==> src/rtl/mps_pkg.sv <==
// Shared constants and types for the multi-segment position sequencer
package mps_pkg;

  // ==========================================================
  // Timing
  localparam int CLK_PERIOD_NS = 8;
  localparam int US_NS = 1000;
  localparam int US_CYCLES = US_NS / CLK_PERIOD_NS;
  localparam int MS_NS = 1000000;
  localparam int MS_CYCLES = MS_NS / CLK_PERIOD_NS;
  localparam logic [9:0] DWELL_UNIT1_MS = 10'h3E8;

  // ==========================================================
  // Sizes
  localparam int SEG_N = 16;
  localparam int SPEED_W = 13;

  // ==========================================================
  // Register word addresses (byte address is four times these)
  localparam logic [6:0] ADDR_CTRL = 7'h00;
  localparam logic [6:0] ADDR_STATUS = 7'h01;
  localparam logic [6:0] ADDR_POS = 7'h02;
  localparam int TBL_BIT = 6;
  localparam int TBL_SEG_LO = 2;
  localparam logic [1:0] FLD_DISP = 2'h0;
  localparam logic [1:0] FLD_SPEED = 2'h1;
  localparam logic [1:0] FLD_RAMP = 2'h2;
  localparam logic [1:0] FLD_DWELL = 2'h3;

  // ==========================================================
  // Control word layout
  localparam int CTRL_SRC = 0;
  localparam int CTRL_MODE_LO = 1;
  localparam int CTRL_FIRST_LO = 4;
  localparam int CTRL_LAST_LO = 9;
  localparam int CTRL_POLICY = 16;
  localparam int CTRL_KIND = 17;
  localparam int CTRL_UNIT = 18;

  // ==========================================================
  // Status word layout
  localparam int STS_COMPLETE = 0;
  localparam int STS_RUNNING = 1;
  localparam int STS_SEG_LO = 2;
  localparam int STS_STATE_LO = 8;
  localparam int STS_EN = 12;
  localparam int STS_REFUSED = 13;

  // ==========================================================
  // Reset values of each segment record
  localparam logic [31:0] DEF_DISP = 32'h0000_2710;
  localparam logic [12:0] DEF_SPEED = 13'h0064;
  localparam logic [15:0] DEF_RAMP = 16'h0064;
  localparam logic [15:0] DEF_DWELL = 16'h0064;

  typedef enum logic [1:0] {
    MODE_SINGLE = 2'h0,
    MODE_CYCLIC = 2'h1,
    MODE_SELECT = 2'h2
  } mps_mode_e;

  typedef enum logic [2:0] {
    ST_IDLE = 3'h0,
    ST_LOAD = 3'h1,
    ST_MOVE = 3'h3,
    ST_DWELL = 3'h2,
    ST_DONE = 3'h6,
    ST_STOP = 3'h7
  } mps_state_e;

endpackage

==> src/rtl/mps_prof_if.sv <==
// Link between the sequencer and its motion profile engine
`timescale 1ns/1ps
interface mps_prof_if;
  logic start;
  logic abort;
  logic [31:0] target;
  logic [12:0] speed;
  logic [15:0] ramp;
  logic busy;
  logic [31:0] pos;

  modport ctl (output start, output abort, output target, output speed,
               output ramp, input busy, input pos);
  modport eng (input start, input abort, input target, input speed,
               input ramp, output busy, output pos);
endinterface

==> src/rtl/mps_sync.sv <==
// Two-stage synchroniser for the digital input pins
`timescale 1ns/1ps
module mps_sync (
  input wire logic sys_clk_i,
  input wire logic rst_b_i,
  input wire logic [4:0] async_i,
  output logic [4:0] sync_o
);

  typedef struct packed {
    logic [4:0] s1;
    logic [4:0] s2;
  } mps_sync_s;

  mps_sync_s r;
  mps_sync_s next_r;

  // ==========================================================
  // Stages
  always_comb begin
    next_r = r;
    next_r.s1 = async_i;
    next_r.s2 = r.s1;
  end

  always_ff @(posedge sys_clk_i or negedge rst_b_i) begin
    if (!rst_b_i) begin
      r <= '0;
    end else begin
      r <= next_r;
    end
  end

  assign sync_o = r.s2;

endmodule

==> src/rtl/mps_profile.sv <==
// Trapezoid motion profile engine for one segment
`timescale 1ns/1ps
module mps_profile (
  input wire logic sys_clk_i,
  input wire logic rst_b_i,
  mps_prof_if.eng pif
);

  typedef struct packed {
    logic [31:0] pos;
    logic [31:0] tgt;
    logic [12:0] vel;
    logic [6:0] us_cnt;
    logic [15:0] ramp_cnt;
    logic moving;
  } mps_prof_s;

  mps_prof_s r;
  mps_prof_s next_r;

  // ==========================================================
  // Profile step
  always_comb begin
    logic us_tick;
    logic upd;
    logic [32:0] rem;
    logic [32:0] mag;
    logic [26:0] brake;
    logic [12:0] spd;
    logic [12:0] vel_n;
    logic [32:0] step;
    us_tick = 1'b0;
    upd = 1'b0;
    rem = '0;
    mag = '0;
    brake = '0;
    spd = '0;
    vel_n = '0;
    step = '0;
    next_r = r;
    us_tick = (r.us_cnt == 7'(mps_pkg::US_CYCLES - 1));
    next_r.us_cnt = us_tick ? 7'h00 : r.us_cnt + 7'h01;
    if (us_tick) begin
      if (r.ramp_cnt + 16'h0001 >= pif.ramp) begin
        upd = 1'b1;
        next_r.ramp_cnt = 16'h0000;
      end else begin
        next_r.ramp_cnt = r.ramp_cnt + 16'h0001;
      end
    end
    rem = {r.tgt[31], r.tgt} - {r.pos[31], r.pos};
    mag = rem[32] ? 33'(-rem) : rem;
    brake = 27'((27'(r.vel) * 27'({1'b0, r.vel} + 14'h0001)) >> 1);
    spd = (pif.speed == 13'h0000) ? 13'h0001 : pif.speed;
    vel_n = r.vel;
    if ((mag <= 33'(brake) || r.vel > spd) && r.vel != 13'h0000) begin
      vel_n = r.vel - 13'h0001;
    end else if (r.vel < spd) begin
      vel_n = r.vel + 13'h0001;
    end
    step = (mag < 33'(vel_n)) ? mag : 33'(vel_n);
    if (pif.start) begin
      next_r.tgt = pif.target;
      next_r.moving = 1'b1;
      next_r.vel = 13'h0000;
      next_r.ramp_cnt = 16'h0000;
    end else if (pif.abort) begin
      // Unfinished distance is dropped; speed still ramps down
      next_r.tgt = r.pos;
    end else if (r.moving && upd) begin
      next_r.vel = vel_n;
      next_r.pos = rem[32] ? r.pos - step[31:0] : r.pos + step[31:0];
    end
    // Done only with full distance issued and speed at zero
    if (!pif.start && r.moving && mag == 33'h0 && r.vel == 13'h0000) begin
      next_r.moving = 1'b0;
    end
  end

  always_ff @(posedge sys_clk_i or negedge rst_b_i) begin
    if (!rst_b_i) begin
      r <= '0;
    end else begin
      r <= next_r;
    end
  end

  assign pif.busy = r.moving;
  assign pif.pos = r.pos;

endmodule

==> src/rtl/mps_sequencer.sv <==
// Multi-segment position sequencer with Avalon-MM register slave
// ==========================================================
//
// The placing of the registers and the Avalon-MM slave port were decided locally.
`timescale 1ns/1ps
module mps_sequencer #(
  parameter int MS_CYCLES = mps_pkg::MS_CYCLES
) (
  input wire logic sys_clk_i,
  input wire logic rst_b_i,
  input wire logic [6:0] avs_address_i,
  input wire logic avs_read_i,
  input wire logic avs_write_i,
  input wire logic [31:0] avs_writedata_i,
  input wire logic [3:0] avs_byteenable_i,
  output logic [31:0] avs_readdata_o,
  output logic avs_waitrequest_o,
  input wire logic sequence_run_enable_i,
  input wire logic [3:0] segment_select_i,
  output logic positioning_complete_o,
  output logic sequence_running_o,
  output logic [3:0] active_segment_o,
  output logic [31:0] position_cmd_o
);

  typedef struct packed {
    logic waitreq;
    logic [31:0] rdata;
    logic position_source_select;
    mps_pkg::mps_mode_e sequence_run_mode;
    logic [3:0] first_segment_index;
    logic [3:0] last_segment_index;
    logic interrupt_resume_policy;
    logic displacement_kind;
    logic dwell_unit_select;
    logic [15:0][31:0] disp;
    logic [15:0][12:0] speed;
    logic [15:0][15:0] ramp;
    logic [15:0][15:0] dwell;
    mps_pkg::mps_state_e state;
    logic [3:0] seg;
    logic [3:0] resume_seg;
    logic resume_vld;
    logic start;
    logic abort;
    logic [31:0] target;
    logic [12:0] cmd_speed;
    logic [15:0] cmd_ramp;
    logic [16:0] ms_cnt;
    logic [9:0] unit_cnt;
    logic [15:0] dwell_cnt;
    logic complete;
    logic running;
    logic refused;
  } mps_top_s;

  mps_top_s r;
  mps_top_s next_r;
  logic [4:0] pins_sync;
  logic en_s;
  logic [3:0] sel_s;

  mps_prof_if pif ();

  // ==========================================================
  // Pin synchronisers and profile engine
  mps_sync u_sync (
    .sys_clk_i(sys_clk_i),
    .rst_b_i(rst_b_i),
    .async_i({segment_select_i, sequence_run_enable_i}),
    .sync_o(pins_sync)
  );

  assign en_s = pins_sync[0];
  assign sel_s = pins_sync[4:1];

  mps_profile u_profile (
    .sys_clk_i(sys_clk_i),
    .rst_b_i(rst_b_i),
    .pif(pif.eng)
  );

  // ==========================================================
  // Helpers
  function automatic logic [3:0] idx_of(input logic [4:0] v);
    logic [4:0] t;
    t = v - 5'h01;
    return t[3:0];
  endfunction

  function automatic logic [4:0] num_of(input logic [3:0] i);
    return {1'b0, i} + 5'h01;
  endfunction

  function automatic logic [31:0] merge(input logic [31:0] old,
                                        input logic [31:0] wd,
                                        input logic [3:0] be);
    logic [31:0] m;
    m = {{8{be[3]}}, {8{be[2]}}, {8{be[1]}}, {8{be[0]}}};
    return (old & ~m) | (wd & m);
  endfunction

  function automatic logic [31:0] ctrl_word(input mps_top_s s);
    logic [31:0] w;
    w = '0;
    w[mps_pkg::CTRL_SRC] = s.position_source_select;
    w[mps_pkg::CTRL_MODE_LO +: 2] = s.sequence_run_mode;
    w[mps_pkg::CTRL_FIRST_LO +: 5] = num_of(s.first_segment_index);
    w[mps_pkg::CTRL_LAST_LO +: 5] = num_of(s.last_segment_index);
    w[mps_pkg::CTRL_POLICY] = s.interrupt_resume_policy;
    w[mps_pkg::CTRL_KIND] = s.displacement_kind;
    w[mps_pkg::CTRL_UNIT] = s.dwell_unit_select;
    return w;
  endfunction

  function automatic logic [31:0] tbl_word(input mps_top_s s,
                                           input logic [3:0] i,
                                           input logic [1:0] f);
    logic [31:0] w;
    w = '0;
    case (f)
      mps_pkg::FLD_DISP: w = s.disp[i];
      mps_pkg::FLD_SPEED: w = {19'h0_0000, s.speed[i]};
      mps_pkg::FLD_RAMP: w = {16'h0000, s.ramp[i]};
      default: w = {16'h0000, s.dwell[i]};
    endcase
    return w;
  endfunction

  // ==========================================================
  // Bus slave, register file and sequencer
  always_comb begin
    logic active;
    logic ms_tick;
    logic dwell_tick;
    logic launch;
    logic [3:0] launch_seg;
    logic [3:0] seg_after;
    logic [3:0] a_seg;
    logic [1:0] a_fld;
    logic [31:0] w;
    logic refuse;
    active = 1'b0;
    ms_tick = 1'b0;
    dwell_tick = 1'b0;
    launch = 1'b0;
    launch_seg = r.seg;
    seg_after = '0;
    a_seg = avs_address_i[mps_pkg::TBL_SEG_LO +: 4];
    a_fld = avs_address_i[1:0];
    w = '0;
    refuse = 1'b0;
    next_r = r;
    next_r.start = 1'b0;
    next_r.abort = 1'b0;

    // Request seen while waiting: answer next cycle with data
    if (r.waitreq && (avs_read_i || avs_write_i)) begin
      next_r.waitreq = 1'b0;
      if (avs_read_i) begin
        if (avs_address_i[mps_pkg::TBL_BIT]) begin
          next_r.rdata = tbl_word(r, a_seg, a_fld);
        end else if (avs_address_i == mps_pkg::ADDR_CTRL) begin
          next_r.rdata = ctrl_word(r);
        end else if (avs_address_i == mps_pkg::ADDR_STATUS) begin
          w[mps_pkg::STS_COMPLETE] = r.complete;
          w[mps_pkg::STS_RUNNING] = r.running;
          w[mps_pkg::STS_SEG_LO +: 5] = num_of(r.seg);
          w[mps_pkg::STS_STATE_LO +: 3] = r.state;
          w[mps_pkg::STS_EN] = en_s;
          w[mps_pkg::STS_REFUSED] = r.refused;
          next_r.rdata = w;
        end else if (avs_address_i == mps_pkg::ADDR_POS) begin
          next_r.rdata = pif.pos;
        end else begin
          next_r.rdata = 32'h0000_0000;
        end
      end
    end else begin
      next_r.waitreq = 1'b1;
    end

    // Write takes effect on the edge where waitrequest is low
    if (!r.waitreq && avs_write_i) begin
      if (avs_address_i == mps_pkg::ADDR_STATUS) begin
        if (avs_writedata_i[mps_pkg::STS_REFUSED] && avs_byteenable_i[1]) begin
          next_r.refused = 1'b0;
        end
      end else if (en_s) begin
        refuse = 1'b1;
      end else if (avs_address_i[mps_pkg::TBL_BIT]) begin
        w = merge(tbl_word(r, a_seg, a_fld), avs_writedata_i,
                  avs_byteenable_i);
        case (a_fld)
          mps_pkg::FLD_DISP: next_r.disp[a_seg] = w;
          mps_pkg::FLD_SPEED: next_r.speed[a_seg] = w[12:0];
          mps_pkg::FLD_RAMP: next_r.ramp[a_seg] = w[15:0];
          default: next_r.dwell[a_seg] = w[15:0];
        endcase
      end else if (avs_address_i == mps_pkg::ADDR_CTRL) begin
        w = merge(ctrl_word(r), avs_writedata_i, avs_byteenable_i);
        next_r.position_source_select = w[mps_pkg::CTRL_SRC];
        next_r.sequence_run_mode =
          mps_pkg::mps_mode_e'(w[mps_pkg::CTRL_MODE_LO +: 2]);
        next_r.first_segment_index =
          idx_of(w[mps_pkg::CTRL_FIRST_LO +: 5]);
        next_r.last_segment_index =
          idx_of(w[mps_pkg::CTRL_LAST_LO +: 5]);
        next_r.interrupt_resume_policy = w[mps_pkg::CTRL_POLICY];
        next_r.displacement_kind = w[mps_pkg::CTRL_KIND];
        next_r.dwell_unit_select = w[mps_pkg::CTRL_UNIT];
      end
    end

    // Time base for dwell: 1 ms, or DWELL_UNIT1_MS of them
    ms_tick = (r.ms_cnt == 17'(MS_CYCLES - 1));
    next_r.ms_cnt = ms_tick ? 17'h0_0000 : r.ms_cnt + 17'h0_0001;
    if (!r.dwell_unit_select) begin
      dwell_tick = ms_tick;
    end else if (ms_tick) begin
      dwell_tick = (r.unit_cnt == mps_pkg::DWELL_UNIT1_MS - 10'h001);
      next_r.unit_cnt = dwell_tick ? 10'h000 : r.unit_cnt + 10'h001;
    end

    active = r.position_source_select && en_s;
    seg_after = (r.seg == r.last_segment_index) ?
                r.first_segment_index : r.seg + 4'h1;

    case (r.state)
      mps_pkg::ST_IDLE: begin
        if (active) begin
          launch = 1'b1;
          if (r.sequence_run_mode == mps_pkg::MODE_SELECT) begin
            launch_seg = sel_s;
          end else begin
            launch_seg = (r.resume_vld && !r.interrupt_resume_policy) ?
                         r.resume_seg : r.first_segment_index;
          end
          next_r.resume_vld = 1'b0;
        end
      end
      mps_pkg::ST_LOAD: begin
        next_r.state = mps_pkg::ST_MOVE;
      end
      mps_pkg::ST_MOVE: begin
        if (!active) begin
          next_r.abort = 1'b1;
          next_r.state = mps_pkg::ST_STOP;
        end else if (!pif.busy) begin
          if (r.sequence_run_mode == mps_pkg::MODE_SELECT) begin
            next_r.state = mps_pkg::ST_DONE;
          end else if (r.sequence_run_mode == mps_pkg::MODE_SINGLE &&
                       r.seg == r.last_segment_index) begin
            next_r.state = mps_pkg::ST_DONE;
          end else begin
            next_r.dwell_cnt = r.dwell[r.seg];
            next_r.unit_cnt = 10'h000;
            next_r.state = mps_pkg::ST_DWELL;
          end
        end
      end
      mps_pkg::ST_DWELL: begin
        if (!active) begin
          next_r.resume_seg = r.interrupt_resume_policy ?
                              r.first_segment_index : seg_after;
          next_r.resume_vld = 1'b1;
          next_r.state = mps_pkg::ST_IDLE;
        end else if (r.dwell_cnt == 16'h0000) begin
          launch = 1'b1;
          launch_seg = seg_after;
        end else if (dwell_tick) begin
          next_r.dwell_cnt = r.dwell_cnt - 16'h0001;
        end
      end
      mps_pkg::ST_STOP: begin
        if (!pif.busy) begin
          if (r.interrupt_resume_policy) begin
            next_r.resume_seg = r.first_segment_index;
          end else begin
            next_r.resume_seg = seg_after;
          end
          next_r.resume_vld = 1'b1;
          next_r.state = mps_pkg::ST_IDLE;
        end
      end
      mps_pkg::ST_DONE: begin
        // Rerun needs the enable to drop and return
        if (!active) begin
          next_r.resume_vld = 1'b0;
          next_r.state = mps_pkg::ST_IDLE;
        end
      end
      default: begin
        next_r.state = mps_pkg::ST_IDLE;
      end
    endcase

    if (launch) begin
      next_r.seg = launch_seg;
      next_r.start = 1'b1;
      next_r.cmd_speed = r.speed[launch_seg];
      next_r.cmd_ramp = r.ramp[launch_seg];
      if (r.displacement_kind) begin
        next_r.target = r.disp[launch_seg];
      end else begin
        next_r.target = pif.pos + r.disp[launch_seg];
      end
      next_r.state = mps_pkg::ST_LOAD;
    end

    // Set wins over a clear arriving in the same cycle
    if (refuse) begin
      next_r.refused = 1'b1;
    end

    next_r.complete = !pif.busy && !next_r.start &&
                      (next_r.state == mps_pkg::ST_IDLE ||
                       next_r.state == mps_pkg::ST_DWELL ||
                       next_r.state == mps_pkg::ST_DONE);
    next_r.running = (next_r.state != mps_pkg::ST_IDLE) &&
                     (next_r.state != mps_pkg::ST_DONE);
  end

  always_ff @(posedge sys_clk_i or negedge rst_b_i) begin
    if (!rst_b_i) begin
      r <= '0;
      r.waitreq <= 1'b1;
      r.disp <= {mps_pkg::SEG_N{mps_pkg::DEF_DISP}};
      r.speed <= {mps_pkg::SEG_N{mps_pkg::DEF_SPEED}};
      r.ramp <= {mps_pkg::SEG_N{mps_pkg::DEF_RAMP}};
      r.dwell <= {mps_pkg::SEG_N{mps_pkg::DEF_DWELL}};
    end else begin
      r <= next_r;
    end
  end

  // ==========================================================
  // Outputs
  assign pif.start = r.start;
  assign pif.abort = r.abort;
  assign pif.target = r.target;
  assign pif.speed = r.cmd_speed;
  assign pif.ramp = r.cmd_ramp;

  assign avs_readdata_o = r.rdata;
  assign avs_waitrequest_o = r.waitreq;
  assign positioning_complete_o = r.complete;
  assign sequence_running_o = r.running;
  assign active_segment_o = r.seg;
  assign position_cmd_o = pif.pos;

endmodule

==> config.mk <==
export PLATFORM = sky130hd
export DESIGN_NAME = mps_sequencer
export DESIGN_NICKNAME = d
export VERILOG_FILES = /design/src/rtl/mps_pkg.sv /design/src/rtl/mps_prof_if.sv /design/src/rtl/mps_sync.sv /design/src/rtl/mps_profile.sv /design/src/rtl/mps_sequencer.sv
export SDC_FILE = /design/constraint.sdc
export NUM_CORES = 2
export LEC_CHECK = 0
export BUFFER_PORTS_ARGS = -buffer_cell sky130_fd_sc_hd__buf_2
export CAP_MARGIN = 20
export CORE_MARGIN = 1.5
export CORE_UTILIZATION = 45
export DETAILED_ROUTE_END_ITERATION = 8
export GPL_TIMING_DRIVEN = 1
export PLACE_DENSITY = 0.63
export SETUP_SLACK_MARGIN = 0.2
export SLEW_MARGIN = 20
export SYNTH_ARGS = -nofsm -noshare
export SYNTH_HDL_FRONTEND = slang
export SYNTH_SLANG_ARGS = --single-unit
==> constraint.sdc <==
create_clock -name sys_clk_i -period 41.1 [get_ports sys_clk_i]
set_input_delay 8.22 -clock sys_clk_i [delete_from_list [all_inputs] [get_ports sys_clk_i]]
set_output_delay 8.22 -clock sys_clk_i [all_outputs]
set_load 0.02 [all_outputs]
# After elaboration in Yosys (flattened, before gate mapping)
# Index checks and enable logic that the tools add are counted.
dict set report totals {
  regBits 1511
  input_bits 52
  out_inout_bits 71
  elab_cells 330
}
dict set report classes {
  n_addsub 19
  mul 1
  n_lt_le_gt_ge 9
  eq_ne 29
  muxes 105
  bitwise_logic 12
  n_reduce_logical 59
}
# operator count
set op_table {}
lappend op_table {{bitwise mux 256 bit} 2}
lappend op_table {{bitwise mux 512 bit} 1}
lappend op_table {{two-way mux 32 bit} 15}
lappend op_table {{binary-select mux 16 bit (select 4 bit)} 4}
lappend op_table {{binary-select mux 32 bit (select 4 bit)} 2}
lappend op_table {{bitwise mux 208 bit} 1}
lappend op_table {{two-way mux 16 bit} 10}
lappend op_table {{demux 32 bit (select 4 bit)} 1}
lappend op_table {{binary-select mux 13 bit (select 4 bit)} 2}
lappend op_table {{two-way mux 13 bit} 8}
lappend op_table {{two-way mux 26 bit} 4}
lappend op_table {{one-hot mux 32 bit (3 select lines)} 1}
lappend op_table {{adder 32 bit} 2}
lappend op_table {{AND 32 bit} 2}
lappend op_table {{demux 16 bit (select 4 bit)} 1}
lappend op_table {{demux 13 bit (select 4 bit)} 1}
lappend op_table {{two-way mux 45 bit} 1}
lappend op_table {{two-way mux 10 bit} 4}
lappend op_table {{two-way mux 17 bit} 2}
lappend op_table {{<= comparator 33 x 26 -> 1 bit} 1}
lappend op_table {{zero test 33 bit} 1}
lappend op_table {{< comparator 33 x 13 -> 1 bit} 1}
lappend op_table {{two-way mux 33 bit} 1}
lappend op_table {{negation 33 bit} 1}
lappend op_table {{66 further kinds} 165}

# Logic depth before layout (Yosys ltp)
dict set report logic_depth {
  ltp_word 12
  mapped_depth 84
  mapped_depth_nobuf 81
}

# Modules after synthesis
# Synthesis repeated with hierarchy kept, for this count alone.
dict set report hier_totals {
  cells_unflattened 9942
  area_unflattened_um2 93409.6
}
# module n_inst cells_per_inst area_per_inst_um2 seq_area_each_um2
set by_module_without_submodules {}
lappend by_module_without_submodules {mps_sequencer 1 7577 74647.8 35315.1}
lappend by_module_without_submodules {mps_profile 1 2355 18511.5 2527.4}
lappend by_module_without_submodules {mps_sync 1 10 250.2 250.2}

# Least setup slack after synthesis
# Ideal clock, no wire load.
dict set report synth_path {
  path_type {register to register}
  start {reg u_profile.r[25] (netlist bit)}
  end {reg u_profile.r, in the netlist u_profile.pif.pos[31]}
  setup_time_ns 0.080
  t_arrival_ns 16.100
  required_ns 41.020
  setup_slack_ns 24.920
  stages_incl_launch_ff 78
  n_path_buf 4
  synth_period_minus_slack_ns 16.180
  cell_sequence {dfrtp_1 > ha_1 > nand2_1 > nor3_1 > inv_1 > ha_1 > clkbuf_1 > nand2b_1 > fa_1 > fa_1 > fa_1 > fa_1 > fa_1 > inv_1 > ha_1 > a21oi_1 > o21ai_0 > a21oi_1 > (+42 left out) > nor2b_1 > o21a_1 > o21ai_0 > nand2b_1 > a41o_1 > nor3_1 > o311ai_0 > or3_1 > a31o_2 > o41ai_1 > o21ai_0 > nor4_1 > o31ai_1 > o41ai_1 > o21ai_0 > mux2_2 > o211ai_1 > xnor2_1}
}
dict set report synth_via {
  elab_chain_cells 10
  elab_cells_between_ends 17
  cone_classes {add/sub: 5; mul: 1; order compare: 4; mux: 4; reduce/logical: 3}
}
# element line
set synth_lines {}
lappend synth_lines {{start, declared} mps_profile.sv:18} ;# mps_prof_s r;
lappend synth_lines {{start signal, assigned} mps_profile.sv:84} ;# r <= next_r;
lappend synth_lines {{adder 13 x 1 -> 14 bit} mps_profile.sv:53} ;# brake = 27'((27'(r.vel) * 27'({1'b0, r.vel} + 14'h0001)) >> 1);
lappend synth_lines {{multiplier 13 x 27 -> 27 bit} mps_profile.sv:53}
lappend synth_lines {{<= comparator 33 x 26 -> 1 bit} mps_profile.sv:56} ;# if ((mag <= 33'(brake) || r.vel > spd) && r.vel != 13'h0000) begin
lappend synth_lines {{logical OR 1 bit} mps_profile.sv:56}
lappend synth_lines {{logical AND 1 bit} mps_profile.sv:56}
lappend synth_lines {{two-way mux 13 bit *} mps_profile.sv:56}
lappend synth_lines {{< comparator 33 x 13 -> 1 bit} mps_profile.sv:61} ;# step = (mag < 33'(vel_n)) ? mag : 33'(vel_n);
lappend synth_lines {{two-way mux 32 bit *} mps_profile.sv:61}
lappend synth_lines {{adder 32 bit or subtractor 32 bit (tied branches)} mps_profile.sv:72} ;# next_r.pos = rem[32] ? r.pos - step[31:0] : r.pos + step[31:0];
lappend synth_lines {{two-way mux 32 bit *} mps_profile.sv:72}
# Every way passes the cells marked *; elsewhere a longest branch is shown, timed or not.
# A chain may end at the register's enable or synchronous reset.

# Worst setup path in the final report
# Same ends and word-level chain as after synthesis.

==> flow_summary.json <==
{
  "grt_max_degree": 191,
  "rr_startpoint": "u_profile.r[25]$_DFFE_PN0P_",
  "coreArea_sq_mm": 0.2044,
  "die_area_sq_mm": 0.2083,
  "die_x_um": 456.4,
  "cp.arrival_ns": 20.51,
  "cts_sinks": 1511,
  "violations": "design-rule violations",
  "layout_commonest_cell": "nand2_1",
  "dr_total_vias": 75070,
  "leakage_uw": 0.04208,
  "holdCritStartpoint": "u_sync.next_r[1]$_DFF_PN0_",
  "start_util": 0.4526,
  "cts_buffer_depth": 3,
  "cts_buffers": 166,
  "worstSetupPathType": "flop to flop",
  "dpl.hpwl_mm": 192.8,
  "post-place-ws_ns": 21.66,
  "htreeDepth": 4,
  "num_rows": 166,
  "post-synth-top-area-cell": "dfrtp_1",
  "drive_gt1_frac": 0.1626,
  "finalSetupTns_ns": 0,
  "seqPwrFrac": 0.327,
  "n_fill_cell": 18710,
  "cpPeakStageDelay_ns": 0.74,
  "worstMarginPinSlew_ns": 1.211,
  "rsz0062_at_grt": "false",
  "finalCriticalPeriod_ns": 19.76,
  "die_h_um": 456.4,
  "grt_use_total": 0.2879,
  "r2r-end": "u_profile.pif.pos[31]$_DFFE_PN0P_",
  "relSlewSlack": 0.1838,
  "grt_pass1_vias": 73760,
  "setup_ws_ns": 21.34,
  "io_buffer_count": 122,
  "cp_max_fo": 22,
  "firstDrtPassIters": 9,
  "antenna_found_initial": 12,
  "pwr_density_cell_mw_per_mm2": 47.98,
  "routedWlPerCell_um": 24.67,
  "synth_cells": 9861,
  "hold_depth": 0,
  "synth.top_cell.area_share": 0.3479,
  "crit_slowest_cell": "nor3_1",
  "hold_end": "u_sync.sync_o[1]$_DFF_PN0_",
  "cts_resized": 0,
  "start_kind": "flop",
  "synth-edff-count": 0,
  "synth_area_per_cell_sq_um": 9.381,
  "rr_worst_depth": 71,
  "gp_congestion": 0.9015,
  "final-hold-violation-count": 0,
  "p_switching_uw": 1858,
  "pwr-share-clk": 0.311,
  "cap_violations": 0,
  "drt_iter0_drc": 7803,
  "grt_overflow": 0,
  "synth_cell_types": 102,
  "postCtsHoldBufs": 0,
  "async_reset_ff_frac": 1.000,
  "p_int_uw": 2962,
  "syn_to_final_growth_pct": 8.594,
  "required_ns": 41.85,
  "irDropWorstVdd_mv": 0.04846,
  "cp-end-kind": "flop",
  "drv_slew": 0,
  "combPwrFrac": 0.362,
  "nets": 9909,
  "ys.flop_type": "dfrtp_1",
  "drc": 2,
  "yosysWarnings": 0,
  "period_share": 0.4808,
  "cts_setup_buffers": 0,
  "viasPerCell": 6.106,
  "outcome": "finished with violations",
  "syn-cell-area_sq_mm": 0.09251,
  "postSynthNetCount": 10310,
  "tritoncts": "done",
  "finalSetupViolCount": 0,
  "ios": 123,
  "clkTransAtPathRegs_ns": 0.06,
  "r2r_setup_slack_ns": 21.34,
  "synth_sequential_area_ratio": 0.4118,
  "switching_share": 0.3856,
  "final_cell_mix": "nand2_1 (1985), dfrtp_1 (1280), o21ai_0 (842)",
  "cp_common_cell": "o21ai_0",
  "design_area_sq_mm": 0.1005,
  "clk-insertion-delay-late_ns": 0.86,
  "root_buffer": "clkbuf_16",
  "finClkSkew_ns": 0.05146,
  "grt_first_pass_wirelength_mm": 460.5,
  "synth.area.top_cells": "dfrtp_1 (35%), mux4_2 (12%), nand2_1 (8.1%)",
  "synth-seq-cells": 1511,
  "wirelength_mm": 303.3,
  "hp-class": "flop to flop",
  "fmax_mhz": 50.60,
  "dpl_cell_area_sq_mm": 0.09480,
  "postRouteAntennaNets": 0
}
-- metal layers --
layer / vias to the layer above / track usage / routed length [um]
met5: - / 0 / 36
met4: 6 / 0.1451 / 16270
met3: 669 / 0.04736 / 23710
met2: 3273 / 0.4616 / 140600
met1: 37380 / 0.3782 / 122700
li1: 33740 / - / -
-- synth_stat cells, types with 93 or more instances --
master	count
ha_1	264
xnor2_1	93
a311oi_1	126
clkbuf_1	679
inv_1	324
a21oi_1	786
mux4_2	478
nor2_1	764
dfrtp_1	1286
buf_1	116
and3_1	277
a31oi_1	154
o21ai_0	842
fa_1	135
dfstp_2	225
mux2_2	165
nand2_1	2007
-- cell type report --
cell class | instances | area [sq um] | area share
well taps | 2688 | 3363 | 0.03348
clock inverters | 43 | 430.4 | 0.004285
multi-input cells | 7149 | 50110 | 0.4989
flip-flops and latches | 1511 | 38110 | 0.3793
inverters | 329 | 1250 | 0.01244
clock buffers | 268 | 4991 | 0.04968
diodes | 6 | 15.01 | 0.0001495
repair buffers | 301 | 2187 | 0.02177
-- power groups by stage --
stage	Clock, uW	Combinational (uW)	Sequential (uW)
floorplan	0	1240	1590
global placement	0	1680	1600
detailed placement	0	1710	1600
CTS	1520	1720	1580
global route	1580	1880	1580
finish	1500	1750	1580
-- through the flow --
| step | std cells | total power [uW] | hold WS [ns] | util |
|---|---|---|---|---|
| finish | 12300 | 4820 | 0.3472 | 0.4915 |
| global route | 12290 | 5043 | 0.3587 | 0.4915 |
| detailed placement | 11970 | 3312 | 0.3387 | 0.4638 |
| CTS | 12280 | 4815 | 0.3500 | 0.4904 |
| floorplan | 9861 | 2824 | 0.3312 | - |
| global placement | 11970 | 3278 | 0.3377 | 0.4636 |
-- worst max-delay path by stage --
stage | startpoint | to | depth (start not counted)
finish | u_profile.r[25]$_DFFE_PN0P_ | u_profile.pif.pos[31]$_DFFE_PN0P_ | 71
global route | u_profile.r[25]$_DFFE_PN0P_ | u_profile.pif.pos[31]$_DFFE_PN0P_ | 70
CTS | u_profile.r[25]$_DFFE_PN0P_ | u_profile.pif.pos[31]$_DFFE_PN0P_ | 71
detailed placement | u_profile.r[25]$_DFFE_PN0P_ | u_profile.pif.pos[31]$_DFFE_PN0P_ | 71
global placement | u_profile.r[25]$_DFFE_PN0P_ | u_profile.pif.pos[31]$_DFFE_PN0P_ | 71
floorplan | u_profile.r[25]$_DFFE_PN0P_ | u_profile.pif.pos[31]$_DFFE_PN0P_ | 77
-- kinds of logic (layout without fill, tap and decap cells) --
kind of cell | count (synthesis) | count (layout) | share of synthesized area
flip-flops | 1511 | 1511 | 0.4118
adder cells (fa/ha/maj) | 399 | 399 | 0.06492
AO/OA/AOI/OAI | 2301 | 2301 | 0.1450
multiplexers | 717 | 717 | 0.1445
other | 0 | 6 | 0
AND/OR/NAND/NOR | 3557 | 3557 | 0.1656
buffers and inverters | 1201 | 941 | 0.05171
XOR/XNOR | 175 | 175 | 0.01657
-- registers in the layout, summed over array words and instances, names as in the netlist, 5 cells and up, named ones only --
register,cells
pif.ramp,16
u_sync.next_r,5
u_profile.r,68
r,1292
u_sync.sync_o,5
pif.speed,13
u_profile.pif.pos,32
pif.target,32
avs_readdata_o,32
-- critical path, delay by kind of cell (launching register included) --
| kind | cells | cell delay [ns] |
|---|---|---|
| multiplexers | 2 | 0.64 |
| AO/OA/AOI/OAI | 33 | 8.27 |
| flip-flops | 1 | 0.60 |
| buffers and inverters | 2 | 0.14 |
| adder cells (fa/ha/maj) | 11 | 4.57 |
| AND/OR/NAND/NOR | 20 | 4.99 |
| XOR/XNOR | 3 | 0.47 |
Power figures use the tool's default switching activity.
